### src/tap_params.svh
// Register offsets, bit positions and reset values of the tap flag logic
`ifndef TAP_PARAMS_SVH
`define TAP_PARAMS_SVH

`define TAP_CFG_ADDR      8'h21
`define TAP_SRC_ADDR      8'h22
`define TAP_RST_VAL       8'h00
`define TAP_ACCEL_W       8
`define TAP_THR_W         7

// Configuration bits
`define TAP_CFG_ABORT     7
`define TAP_CFG_LATCH     6
`define TAP_CFG_Z_DBL     5
`define TAP_CFG_Z_SGL     4
`define TAP_CFG_Y_DBL     3
`define TAP_CFG_Y_SGL     2
`define TAP_CFG_X_DBL     1
`define TAP_CFG_X_SGL     0

// Source bits
`define TAP_SRC_ACTIVE    7
`define TAP_SRC_DBL       3

`endif

### src/tap_pkg.sv
// Types and shared functions of the tap flag logic
package tap_pkg;

   // Gray codes along idle, first pulse, latency, wait, second pulse
   typedef enum logic [2:0] {
      TAP_IDLE   = 3'h0,
      TAP_PULSE1 = 3'h1,
      TAP_LAT    = 3'h3,
      TAP_WAIT   = 3'h2,
      TAP_PULSE2 = 3'h6
   } tap_state_e;

   typedef logic [7:0] tap_byte_t;

   // Magnitude of a signed sample compared against an unsigned threshold
   function automatic logic tap_over(input logic [7:0] accel, input logic [6:0] thr);
      logic [7:0] mag;
      mag = accel[7] ? 8'(-accel) : accel;
      return mag > {1'b0, thr};
   endfunction

endpackage

### src/tap_axis_seq.sv
// Per-axis single and double tap sequencer
`timescale 1ns/1ps
`include "tap_params.svh"

module tap_axis_seq
   import tap_pkg::*;
(
   input  wire logic         mclk,
   input  wire logic         sys_rst,
   input  wire logic         sample_tick,
   input  wire logic [7:0]   accel,
   input  wire logic [6:0]   threshold,
   input  wire logic         abort_en,
   input  wire logic         time_limit_ok,
   input  wire logic         latency_busy,
   input  wire logic         window_open,
   output logic              single_ev,
   output logic              double_ev,
   output logic              sign
);

   tap_state_e state_q, state_d;
   logic       in_pulse_q;
   logic       sign_q;
   logic       single_q;
   logic       double_q;

   wire over     = tap_over(accel, threshold);
   wire pulse_ok = !over && time_limit_ok;
   // A pulse that started and also ended inside the latency window
   wire lat_pulse_done = in_pulse_q && !over && latency_busy;

   always_comb begin
      state_d = state_q;
      case (state_q)
         TAP_IDLE: begin
            if (over)
               state_d = TAP_PULSE1;
         end
         TAP_PULSE1: begin
            if (pulse_ok)
               state_d = TAP_LAT;
            else if (!over)
               state_d = TAP_IDLE;
         end
         TAP_LAT: begin
            if (abort_en && lat_pulse_done)
               state_d = TAP_IDLE;
            else if (!latency_busy)
               state_d = TAP_WAIT;
         end
         TAP_WAIT: begin
            if (over)
               state_d = TAP_PULSE2;
            else if (!window_open)
               state_d = TAP_IDLE;
         end
         TAP_PULSE2: begin
            if (!over)
               state_d = TAP_IDLE;
         end
         default: state_d = TAP_IDLE;
      endcase
   end

   always_ff @(posedge mclk) begin
      if (sys_rst) begin
         state_q    <= TAP_IDLE;
         in_pulse_q <= 1'b0;
         sign_q     <= 1'b0;
         single_q   <= 1'b0;
         double_q   <= 1'b0;
      end else begin
         single_q <= 1'b0;
         double_q <= 1'b0;
         if (sample_tick) begin
            state_q    <= state_d;
            in_pulse_q <= (state_q == TAP_LAT) && over;
            if (state_q == TAP_IDLE && over)
               sign_q <= accel[7];
            if (state_q == TAP_WAIT && over)
               sign_q <= accel[7];
            single_q <= (state_q == TAP_PULSE1) && pulse_ok;
            double_q <= (state_q == TAP_PULSE2) && pulse_ok;
         end
      end
   end

   assign single_ev = single_q;
   assign double_ev = double_q;
   assign sign      = sign_q;

endmodule

### src/tap_flag_logic.sv
// Tap configuration and source flag registers with per-axis sequencers
//
// Function
// - Configuration and source registers reset to zero
// - Abort clear: latency pulses do not stop detection
// - Abort set: pulse inside latency cancels double
// - Latch bit selects holding of event flags
// - Per-axis double tap enables bits 5,3,1
// - Per-axis single tap enables bits 4,2,0
// - Event reported only if axis and type enabled
// - Bit 7 set when any tap event occurred
// - Bits 6,5,4 flag Z, Y, X events
// - Bit 3 marks single or double tap
// - Bits 2,1,0 give Z, Y, X sign
// - Latched active event freezes other status bits
// - Reading source clears it and drops interrupt unless an enabled event arrives in that cycle
// - Pulses ignored during latency after first tap while abort bit clear
// - Seven-bit threshold per axis starts detection
`timescale 1ns/1ps
`include "tap_params.svh"

module tap_flag_logic
   import tap_pkg::*;
(
   input  wire logic         mclk,
   input  wire logic         sys_rst,
   input  wire logic [7:0]   reg_addr,
   input  wire logic         reg_wr,
   input  wire logic [7:0]   reg_wdata,
   input  wire logic         reg_rd,
   output logic [7:0]        reg_rdata,
   input  wire logic         sample_tick,
   input  wire logic [7:0]   accel_x,
   input  wire logic [7:0]   accel_y,
   input  wire logic [7:0]   accel_z,
   input  wire logic [6:0]   x_tap_threshold,
   input  wire logic [6:0]   y_tap_threshold,
   input  wire logic [6:0]   z_tap_threshold,
   input  wire logic         time_limit_ok,
   input  wire logic         latency_busy,
   input  wire logic         window_open,
   output logic              latency_start,
   output logic              tap_irq
);

   ////////////////////////////////////////////////////////////////////////////
   // Registers and decode

   tap_byte_t   tap_config_q;
   tap_byte_t   tap_source_q, tap_source_d;
   tap_byte_t   rdata_q;
   logic        irq_q;
   logic        lat_start_q;

   wire         cfg_sel  = (reg_addr == `TAP_CFG_ADDR);
   wire         src_sel  = (reg_addr == `TAP_SRC_ADDR);
   wire         cfg_wr   = reg_wr && cfg_sel;
   wire         src_rd   = reg_rd && src_sel;

   wire         double_tap_abort  = tap_config_q[`TAP_CFG_ABORT];
   wire         flag_latch_enable = tap_config_q[`TAP_CFG_LATCH];
   wire [2:0]   dbl_en = {tap_config_q[`TAP_CFG_Z_DBL], tap_config_q[`TAP_CFG_Y_DBL],
                          tap_config_q[`TAP_CFG_X_DBL]};
   wire [2:0]   sgl_en = {tap_config_q[`TAP_CFG_Z_SGL], tap_config_q[`TAP_CFG_Y_SGL],
                          tap_config_q[`TAP_CFG_X_SGL]};

   ////////////////////////////////////////////////////////////////////////////
   // Axis sequencers, index 2 is Z, 1 is Y, 0 is X

   logic [2:0]  sgl_ev;
   logic [2:0]  dbl_ev;
   logic [2:0]  axis_sign;
   wire  [7:0]  accel_v [3] = '{accel_z, accel_y, accel_x};
   wire  [6:0]  thr_v   [3] = '{z_tap_threshold, y_tap_threshold, x_tap_threshold};

   for (genvar i = 0; i < 3; i++) begin : g_axis
      tap_axis_seq u_seq (
         .mclk          (mclk),
         .sys_rst       (sys_rst),
         .sample_tick   (sample_tick),
         .accel         (accel_v[2 - i]),
         .threshold     (thr_v[2 - i]),
         .abort_en      (double_tap_abort),
         .time_limit_ok (time_limit_ok),
         .latency_busy  (latency_busy),
         .window_open   (window_open),
         .single_ev     (sgl_ev[i]),
         .double_ev     (dbl_ev[i]),
         .sign          (axis_sign[i])
      );
   end

   ////////////////////////////////////////////////////////////////////////////
   // Event qualification

   wire [2:0]   sgl_hit  = sgl_ev & sgl_en;
   wire [2:0]   dbl_hit  = dbl_ev & dbl_en;
   wire [2:0]   axis_hit = sgl_hit | dbl_hit;
   wire         any_hit  = |axis_hit;
   wire         any_dbl  = |dbl_hit;
   wire         any_raw  = |(sgl_ev | dbl_ev);

   // source layout: active, axes, double, signs
   wire [7:0]   new_src  = {1'b1, axis_hit, any_dbl, axis_sign & axis_hit};
   wire         active   = tap_source_q[`TAP_SRC_ACTIVE];

   always_comb begin
      tap_source_d = tap_source_q;
      if (src_rd)
         tap_source_d = `TAP_RST_VAL;
      if (flag_latch_enable) begin
         // latched, frozen while active until read
         if (any_hit && (!active || src_rd))
            tap_source_d = new_src;
      end else if (any_hit) begin
         // unlatched tracks outcome; events trail the tick by one cycle
         tap_source_d = new_src;
      end else if (sample_tick) begin
         tap_source_d = `TAP_RST_VAL;
      end
   end

   ////////////////////////////////////////////////////////////////////////////
   // Registers

   always_ff @(posedge mclk) begin
      if (sys_rst) begin
         tap_config_q <= `TAP_RST_VAL;
         tap_source_q <= `TAP_RST_VAL;
         rdata_q      <= `TAP_RST_VAL;
         irq_q        <= 1'b0;
         lat_start_q  <= 1'b0;
      end else begin
         if (cfg_wr)
            tap_config_q <= reg_wdata;
         tap_source_q <= tap_source_d;
         irq_q        <= tap_source_d[`TAP_SRC_ACTIVE];
         lat_start_q  <= any_raw;
         if (reg_rd)
            rdata_q <= cfg_sel ? tap_config_q :
                       src_sel ? tap_source_q : `TAP_RST_VAL;
      end
   end

   assign reg_rdata     = rdata_q;
   assign tap_irq       = irq_q;
   assign latency_start = lat_start_q;

endmodule

### config.mk
export PLATFORM = sky130hd
export DESIGN_NAME = tap_flag_logic
export DESIGN_NICKNAME = d
export VERILOG_FILES = /design/src/tap_pkg.sv /design/src/tap_axis_seq.sv /design/src/tap_flag_logic.sv
export VERILOG_INCLUDE_DIRS = /design/src /design/src/src
export SDC_FILE = /design/constraint.sdc
export NUM_CORES = 1
export LEC_CHECK = 0
export BUFFER_PORTS_ARGS = -buffer_cell sky130_fd_sc_hd__buf_2
export CELL_PAD_IN_SITES_DETAIL_PLACEMENT = 1
export CELL_PAD_IN_SITES_GLOBAL_PLACEMENT = 1
export CORE_UTILIZATION = 42
export DETAILED_ROUTE_END_ITERATION = 8
export PLACE_DENSITY = 0.82
export SYNTH_ARGS = -nofsm -noshare
export SYNTH_HDL_FRONTEND = slang
export SYNTH_SLANG_ARGS = --single-unit
### constraint.sdc
create_clock -name mclk -period 4.3 [get_ports mclk]
set_input_delay 0.86 -clock mclk [delete_from_list [all_inputs] [get_ports mclk]]
set_output_delay 0.86 -clock mclk [all_outputs]
set_load 0.02 [all_outputs]
==> out/qor.tcl, run 1 <==
set qor(worstSetupPathType) {input pin to flip-flop}
set qor(timing.rr.end) {tap_source_q[6]}
set qor(gr-usage-met3_pct) 2.71
set qor(boundaryPins) 79
set qor(fin_setup_tns_ps) 0
set qor(reg_to_reg_setup_timing_slack_ps) 2450
set qor(cell_count_of_the_worst_hold_path) 2
set qor(post_cts_resize_count) 0
set qor(critical_path_fanouts_max) 5
set qor(vias_per_cell) 5.53
set qor(num_antenna_cells) 0
set qor(per_instance_average_area_after_synthesis_um2) 8.07
set qor(insertion_delay_ps) 300
set qor(crit_family) {simple AND/OR/NAND/NOR gates}
set qor(ys.warnings.count) 0
set qor(placeableCoreArea_mm2) 0.00721
set qor(drtAntennaViolNets) 0
set qor(wl_per_cell_um) 14.7
set qor(numPortBuffers) 78
set qor(ctsHoldBuffers) 0
set qor(max_freq_mhz) 301
set qor(hold_start) {g_axis[2].u_seq.in_pulse_q}
set qor(synthMostInstantiatedCell) {sky130_fd_sc_hd__dfxtp_1}
set qor(floorplan.initialDensity_pct) 43.4
set qor(die_outline_area_mm2) 0.00781
set qor(worst-endpoint-required_ps) 4530
set qor(timing.critical_path.cells) {buf_2 -> or3_1 -> o31ai_1 -> xnor2_1 -> ha_1 -> and3_1 -> nor2b_1 -> a211o_2 -> o21ai_0 -> nand2b_1 -> mux2i_1}
set qor(crit_path_top_delay_cell) {sky130_fd_sc_hd__or3_1}
set qor(timing.final.setup_violations) 0
set qor(grt_util_met1_pct) 27.2
set qor(drt_drc_violations_left) 0
set qor(multi_input_comb_area_mm2) 0.00201
set qor(mappedNetlistNets) 481
set qor(synthesis.instances) 388
set qor(largest_net_degree_at_the_start_of_global_routing) 47
set qor(wirelength_um) 8190
set qor(grt_first_pass_wirelength_um) 13800
set qor(fp-row-count) 31
set qor(cts_tree) {yes}
set qor(seq_area_frac_synth_pct) 29.4
set qor(finalCoreUtilization_pct) 50.8
set qor(height_of_the_die_um) 88.4
set qor(antenna_found_initial) 0
set qor(fin_crit_sh_pct) 77.3
set qor(ys_top_cells_by_count) {sky130_fd_sc_hd__dfxtp_1 (46), sky130_fd_sc_hd__nor2_1 (42), sky130_fd_sc_hd__inv_1 (36)}
set qor(drt_pre_antenna_iters) 4
set qor(max_slew_violations) 0
set qor(ctsRootBufferMaster) {sky130_fd_sc_hd__clkbuf_8}
set qor(path_type_of_the_worst_min_delay_path) {flip-flop to flip-flop}
set qor(postSynthRegisterBits) 46
set qor(synthDistinctLibCells) 55
set qor(worst-r2r-cell-count) 6
set qor(die_width_um) 88.4
set qor(clock_sinks) 46
set qor(grt_overflow) 0
set qor(number_of_flops_mapped_to_enable_cells_by_yosys) 0
set qor(crit_path_end_kind) {flip-flop}
set qor(cts_buffer_depth) 2
set qor(holdPathEnd) {g_axis[2].u_seq.in_pulse_q}
set qor(most_area_consuming_cells_after_synthesis) {sky130_fd_sc_hd__dfxtp_1 (29%), sky130_fd_sc_hd__ha_1 (9.6%), sky130_fd_sc_hd__mux2i_1 (5.8%)}
set qor(clkTransAtPathRegs_ps) 80
set qor(worstReg2RegStart) {tap_config_q[3]}
set qor(final_hold_viol_count) 0
set qor(fin_worst_skew_ps) 9.49
set qor(fin_crit_ps) 3320
set qor(slew_headroom_pct) 46.9
set qor(via_count_of_the_first_global_routing_pass) 3104
set qor(gr-max-usage-layer) {met2}
set qor(max_cap_violations) 0
set qor(cp-start-kind) {input pin}
set qor(grt_setup_unrepaired) {false}
set qor(num-nets-final) 550
set qor(cts_setup_buffers) 0
set qor(timing_worst_slew_pin_value_ps) 797
set qor(final_wtd_congestion) 0.853
set qor(synth-main-ff-cell) {sky130_fd_sc_hd__dfxtp_1}
set qor(cts_max_level) 2
set qor(post-synth-top-area-fraction_pct) 29.4
set qor(post_route_cells_drive_above_1_share_pct) 20.5
set qor(status) {completed}
set qor(drt_iter0_drc) 134
set qor(dr_total_vias) 3081
set qor(syn_std_cell_area_mm2) 0.00313
set qor(critical_path_depth) 11
set qor(critical_path_buf_inv_count) 1
set qor(worst_ir_drop_vdd_uv) 125
set qor(final.fill_count) 942
set qor(cts_made_buffers) 5
set qor(hpwlAfterDp_um) 6530
set qor(power_density_mw_per_mm2) 262
set qor(grtUsageTotal_pct) 22.4
set qor(power.static_leakage_nw) 1.67
set qor(cp.arrival_ps) 3550
set qor(regArea_um2) 921
set qor(layout-area-overhead-vs-synth_pct) 17.1
set qor(worst_path_largest_cell_delay_ps) 440
set qor(grtUsageMet2_pct) 40.4
set qor(async_set_or_reset_register_ratio_after_synthesis_pct) 0
set qor(synth_area_leader_cell) {sky130_fd_sc_hd__dfxtp_1}
how the worst max path moves through the flow:
stage                                  to  slack, ps  startpoint
6_report       g_axis[1].u_seq.state_q[2]        980  accel_y[1]
5_1_grt        g_axis[1].u_seq.state_q[2]        760  accel_y[1]
4_1_cts        g_axis[1].u_seq.state_q[2]       1000  accel_y[1]
3_5_place_dp   g_axis[1].u_seq.state_q[2]        700  accel_y[1]
3_3_place_gp   g_axis[1].u_seq.state_q[0]        900  accel_y[1]
2_1_floorplan  g_axis[1].u_seq.state_q[0]       1110  accel_y[1]
cells by family after synthesis:
family                     synth area share, %
and+or+nand+nor                           24.7
AOI/OAI and AO/OA                         20.0
DFF                                       29.4
buffers and inverters                     6.39
adders and majority gates                 9.59
muxes                                     5.75
xor gates and xnor gates                  4.20
power breakdown:
group	internal, mW	switching, mW	total, mW
clock	0.115	0.147	0.261
sequential	0.437	0.0171	0.454
combinational	0.112	0.133	0.245
total	0.664	0.296	0.960
cells in the final DEF (no fill, tap or decap), types with 12 or more instances in the layout:
master / instances
sky130_fd_sc_hd__buf_2: 78
sky130_fd_sc_hd__dfxtp_1: 46
sky130_fd_sc_hd__nor2_1: 42
sky130_fd_sc_hd__inv_1: 36
sky130_fd_sc_hd__ha_1: 24
sky130_fd_sc_hd__nand2_1: 22
sky130_fd_sc_hd__nand2b_1: 19
sky130_fd_sc_hd__a21oi_1: 19
sky130_fd_sc_hd__mux2i_1: 18
sky130_fd_sc_hd__nand3_1: 17
sky130_fd_sc_hd__xnor2_1: 15
sky130_fd_sc_hd__o21ai_0: 12
cell type report:
cell class	count	area share (%)
Multi-Input combinational cell	290	54.8
Clock buffer	6	1.98
Clock inverter	2	0.375
Timing Repair Buffer	78	10.6
Sequential cell	46	25.1
Tap cell	99	3.38
Inverter	36	3.68
worst min-delay path: cells and delay by family, from the launching register on:
kind	cells	cell delay [ps]
DFF	1	310
and+or+nand+nor	1	60
AOI/OAI and AO/OA	1	50
metrics by stage:
| step | power (mW) | std cells | setup WS (ps) | hold WS, ps | cell area [um2] |
|---|---|---|---|---|---|
| 2_1_floorplan | 0.629 | 388 | 1110 | 442 | 3130 |
| 3_3_place_gp | 0.697 | 549 | 901 | 455 | 3580 |
| 3_5_place_dp | 0.709 | 549 | 700 | 462 | 3580 |
| 4_1_cts | 0.974 | 557 | 1000 | 477 | 3670 |
| 5_1_grt | 1.02 | 557 | 756 | 507 | 3670 |
| 6_report | 0.960 | 557 | 977 | 474 | 3670 |
registers in the layout (all words and copies together), names as in the netlist:
signal	flops
g_axis.u_seq.double_ev	3
g_axis.u_seq.in_pulse_q	3
g_axis.u_seq.sign	3
g_axis.u_seq.single_ev	3
g_axis.u_seq.state_q	9
latency_start	1
reg_rdata	8
tap_config_q	8
tap_source_q	8
metal layers:
| metal | vias up | wire, um |
|---|---|---|
| met1 | 1468 | 3650 |
| li1 | 1531 | - |
| met4 | 0 | 159 |
| met3 | 15 | 262 |
| met2 | 67 | 4110 |
| met5 | - | 0 |
No activity file was read; power rests on OpenSTA's default activity.
==> run 2: changes to the inputs <==
--- a/config.mk
+++ b/config.mk
@@ -9,9 +9,9 @@
 export BUFFER_PORTS_ARGS = -buffer_cell sky130_fd_sc_hd__buf_2
 export CELL_PAD_IN_SITES_DETAIL_PLACEMENT = 1
 export CELL_PAD_IN_SITES_GLOBAL_PLACEMENT = 1
-export CORE_UTILIZATION = 42
+export CORE_UTILIZATION = 35
 export DETAILED_ROUTE_END_ITERATION = 8
-export PLACE_DENSITY = 0.82
+export PLACE_DENSITY = 0.72
 export SYNTH_ARGS = -nofsm -noshare
 export SYNTH_HDL_FRONTEND = slang
 export SYNTH_SLANG_ARGS = --single-unit
==> constraint.sdc (replaced) <==
create_clock -name mclk -period 2.9 [get_ports mclk]
set_input_delay 0.58 -clock mclk [delete_from_list [all_inputs] [get_ports mclk]]
set_output_delay 0.58 -clock mclk [all_outputs]
set_load 0.02 [all_outputs]
==> out/qor.tcl, run 2 (synthesized netlist as in run 1, its figures left out) <==
set qor(placeableCoreArea_mm2) 0.00868 ;# was 0.00721 mm2
set qor(worst_hold_slack_ps) 476 ;# was 474 ps
set qor(max_freq_mhz) 366
set qor(worst_path_largest_cell_delay_ps) 400 ;# was 440 ps
set qor(fin_crit_sh_pct) 94.3
set qor(max_cap_violations) 0 ;# unchanged
set qor(via_count_of_the_first_global_routing_pass) 3116 ;# was 3104
set qor(die_width_um) 96.6 ;# was 88.4 um
set qor(final_worst_path_setup_slack_ps) 164 ;# was 977 ps
set qor(crit_path_top_delay_cell) {sky130_fd_sc_hd__or3_4} ;# was sky130_fd_sc_hd__or3_1
set qor(ctsHoldBuffers) 0 ;# unchanged
set qor(mostFrequentLayoutCells) {sky130_fd_sc_hd__buf_2 (78), sky130_fd_sc_hd__dfxtp_1 (46), sky130_fd_sc_hd__nor2_1 (42), sky130_fd_sc_hd__inv_1 (36), sky130_fd_sc_hd__buf_4 (26)} ;# was sky130_fd_sc_hd__buf_2 (78), sky130_fd_sc_hd__dfxtp_1 (46), sky130_fd_sc_hd__nor2_1 (42), sky130_fd_sc_hd__inv_1 (36), sky130_fd_sc_hd__ha_1 (24)
set qor(max_slew_violations) 0 ;# unchanged
set qor(fin_worst_skew_ps) 8.95 ;# was 9.49 ps
set qor(insertion_delay_ps) 310 ;# was 300 ps
set qor(num_antenna_cells) 0 ;# unchanged
set qor(cts_max_level) 2 ;# unchanged
set qor(power.static_leakage_nw) 1.81 ;# was 1.67 nW
set qor(worstSetupPathType) {input pin to flip-flop} ;# unchanged
set qor(hold_start) {g_axis[1].u_seq.in_pulse_q} ;# was g_axis[2].u_seq.in_pulse_q
set qor(layout.cells.most_common) {sky130_fd_sc_hd__buf_2} ;# unchanged
set qor(grt_first_pass_wirelength_um) 13800 ;# about the same
set qor(clkTransAtPathRegs_ps) 90 ;# was 80 ps
set qor(boundaryPins) 79 ;# unchanged
set qor(dp.cells) 583 ;# was 549
set qor(ctsRootBufferMaster) {sky130_fd_sc_hd__clkbuf_8} ;# unchanged
set qor(num-nets-final) 576 ;# was 550
set qor(timing.final.setup_violations) 0 ;# unchanged
set qor(height_of_the_die_um) 96.6 ;# was 88.4 um
set qor(worst_ir_drop_vdd_uv) 145 ;# was 125 uV
set qor(post-place-ws_ps) -280 ;# was 700 ps
set qor(drt_iter0_drc) 87 ;# was 134
set qor(drt_drc_violations_left) 0 ;# unchanged
set qor(drt_pre_antenna_iters) 4 ;# unchanged
set qor(worstReg2RegStart) {tap_config_q[3]} ;# unchanged
set qor(timing.critical_path.cells) {buf_2 -> or3_4 -> o31ai_4 -> xnor2_1 -> ha_1 -> and3_1 -> nor2b_1 -> a211o_2 -> o211ai_1 -> nand2b_4 -> o31ai_2} ;# was buf_2 -> or3_1 -> o31ai_1 -> xnor2_1 -> ha_1 -> and3_1 -> nor2b_1 -> a211o_2 -> o21ai_0 -> nand2b_1 -> mux2i_1
set qor(wl_per_cell_um) 14.3 ;# was 14.7 um
set qor(numPortBuffers) 78 ;# unchanged
set qor(cts_buffer_depth) 2 ;# unchanged
set qor(post_route_cells_drive_above_1_share_pct) 26.2 ;# was 20.5%
set qor(final_hold_viol_count) 0 ;# unchanged
set qor(cp.arrival_ps) 2960 ;# was 3550 ps
set qor(largest_register_by_flop_count) {g_axis.u_seq.state_q} ;# unchanged
set qor(cp-start-kind) {input pin} ;# unchanged
set qor(critical_path_fanouts_max) 5 ;# unchanged
set qor(clock_sinks) 46 ;# unchanged
set qor(antenna_found_initial) 0 ;# unchanged
set qor(floorplan.initialDensity_pct) 36.1 ;# was 43.4%
set qor(fp-row-count) 34 ;# was 31
set qor(timing_worst_slew_pin_value_ps) 824 ;# was 797 ps
set qor(cts_made_buffers) 5 ;# unchanged
set qor(drtAntennaViolNets) 0 ;# unchanged
set qor(largest_reg_flops) 9 ;# unchanged
set qor(grtUsageTotal_pct) 18.9 ;# was 22.4%
set qor(path_type_of_the_worst_min_delay_path) {flip-flop to flip-flop} ;# unchanged
set qor(die_outline_area_mm2) 0.00933 ;# was 0.00781 mm2
set qor(grt_overflow) 0 ;# unchanged
set qor(crit_start) {accel_y[1]} ;# unchanged
set qor(final_wtd_congestion) 0.805 ;# was 0.853
set qor(power_density_mw_per_mm2) 400 ;# was 262 mW/mm2
set qor(final_cells) 592 ;# was 557
set qor(layout-area-overhead-vs-synth_pct) 26.2 ;# was 17.1%
set qor(vias_per_cell) 5.30 ;# was 5.53
set qor(crit_family) {compound AO/OA/AOI/OAI gates} ;# was simple AND/OR/NAND/NOR gates
set qor(hpwlAfterDp_um) 6650 ;# was 6530 um
set qor(largest_net_degree_at_the_start_of_global_routing) 47 ;# unchanged
set qor(cts_tree) {yes} ;# unchanged
set qor(status) {completed} ;# unchanged
set qor(slew_headroom_pct) 45.1 ;# was 46.9%
set qor(critical_path_buf_inv_count) 1 ;# unchanged
set qor(wirelength_um) 8480 ;# was 8190 um
set qor(dr_total_vias) 3135 ;# was 3081
set qor(worst-endpoint-required_ps) 3130 ;# was 4530 ps
set qor(fin_crit_ps) 2740
set qor(final.fill_count) 1096 ;# was 942
set qor(crit_path_end_kind) {flip-flop} ;# unchanged
==> run 2: changes by cell type in the layout (fill, tap and decap cells not counted), moves of 2 or more <==
| cell | delta |
|---|---|
| sky130_fd_sc_hd__a211oi_1 | -2 |
| sky130_fd_sc_hd__a211oi_2 | +2 |
| sky130_fd_sc_hd__buf_4 | +26 |
| sky130_fd_sc_hd__o31ai_1 | -2 |
==> run 2: layout make-up <==
type	count	area [um2]	share of cell area (%)
multi-input combinational	290	2070	52.3
sequential	46	921	23.3
timing repair buffer	104	586	14.8
inverter	36	135	3.42
tap	108	135	3.42
clock buffer	6	72.6	1.84
clock inverter	2	37.5	0.949
==> run 2: tightest hold or removal path, delay by kind of cell (launching register included) <==
kind             cells  cell delay (ps)
AND/OR/NAND/NOR      1               60
flip-flops           1              320
AO/OA/AOI/OAI        1               50
==> run 2: path summary, 6_finish.rpt <==
kind / endpoint / slack, ps / cells after the start
hold / removal: g_axis[1].u_seq.in_pulse_q / 480 / 2
setup reg to reg: tap_source_q[5] / 1040 / 5
setup / recovery: g_axis[1].u_seq.state_q[1] / 160 / 11
hold reg to reg: g_axis[1].u_seq.in_pulse_q / 480 / 2
==> run 2: report_power, final <==
group	total, mW	switching, mW	internal [mW]	leakage, nW
clock network	0.482	0.225	0.257	0.0514
logic	0.428	0.216	0.212	1.39
registers	0.673	0.0254	0.648	0.372
total	1.58	0.466	1.12	1.81
==> run 2: stage by stage <==
step	area [um2]	setup TNS [ps]	total power [mW]	util, %
after CTS	3890	0	1.58	44.8
after detailed placement	3780	-1530	1.10	43.6
after global placement	3780	-767	1.08	43.6
after global routing	3950	-114	1.68	45.6
final	3950	0	1.58	45.6
after floorplan	3130	-20.5	0.932	-
==> run 2: what timing repair did <==
action / CTS / global route
resized for setup: 0 / 10
endpoints found under the setup margin: 0 / 6
setup buffers: 0 / 1
==> run 2: layer usage <==
| layer | global-route usage, % | share of wire (%) |
|---|---|---|
| met5 | 0 | 0 |
| met1 | 22.5 | 45 |
| met3 | 2.58 | 3.1 |
| met4 | 5.15 | 1.0 |
| met2 | 35.2 | 50 |
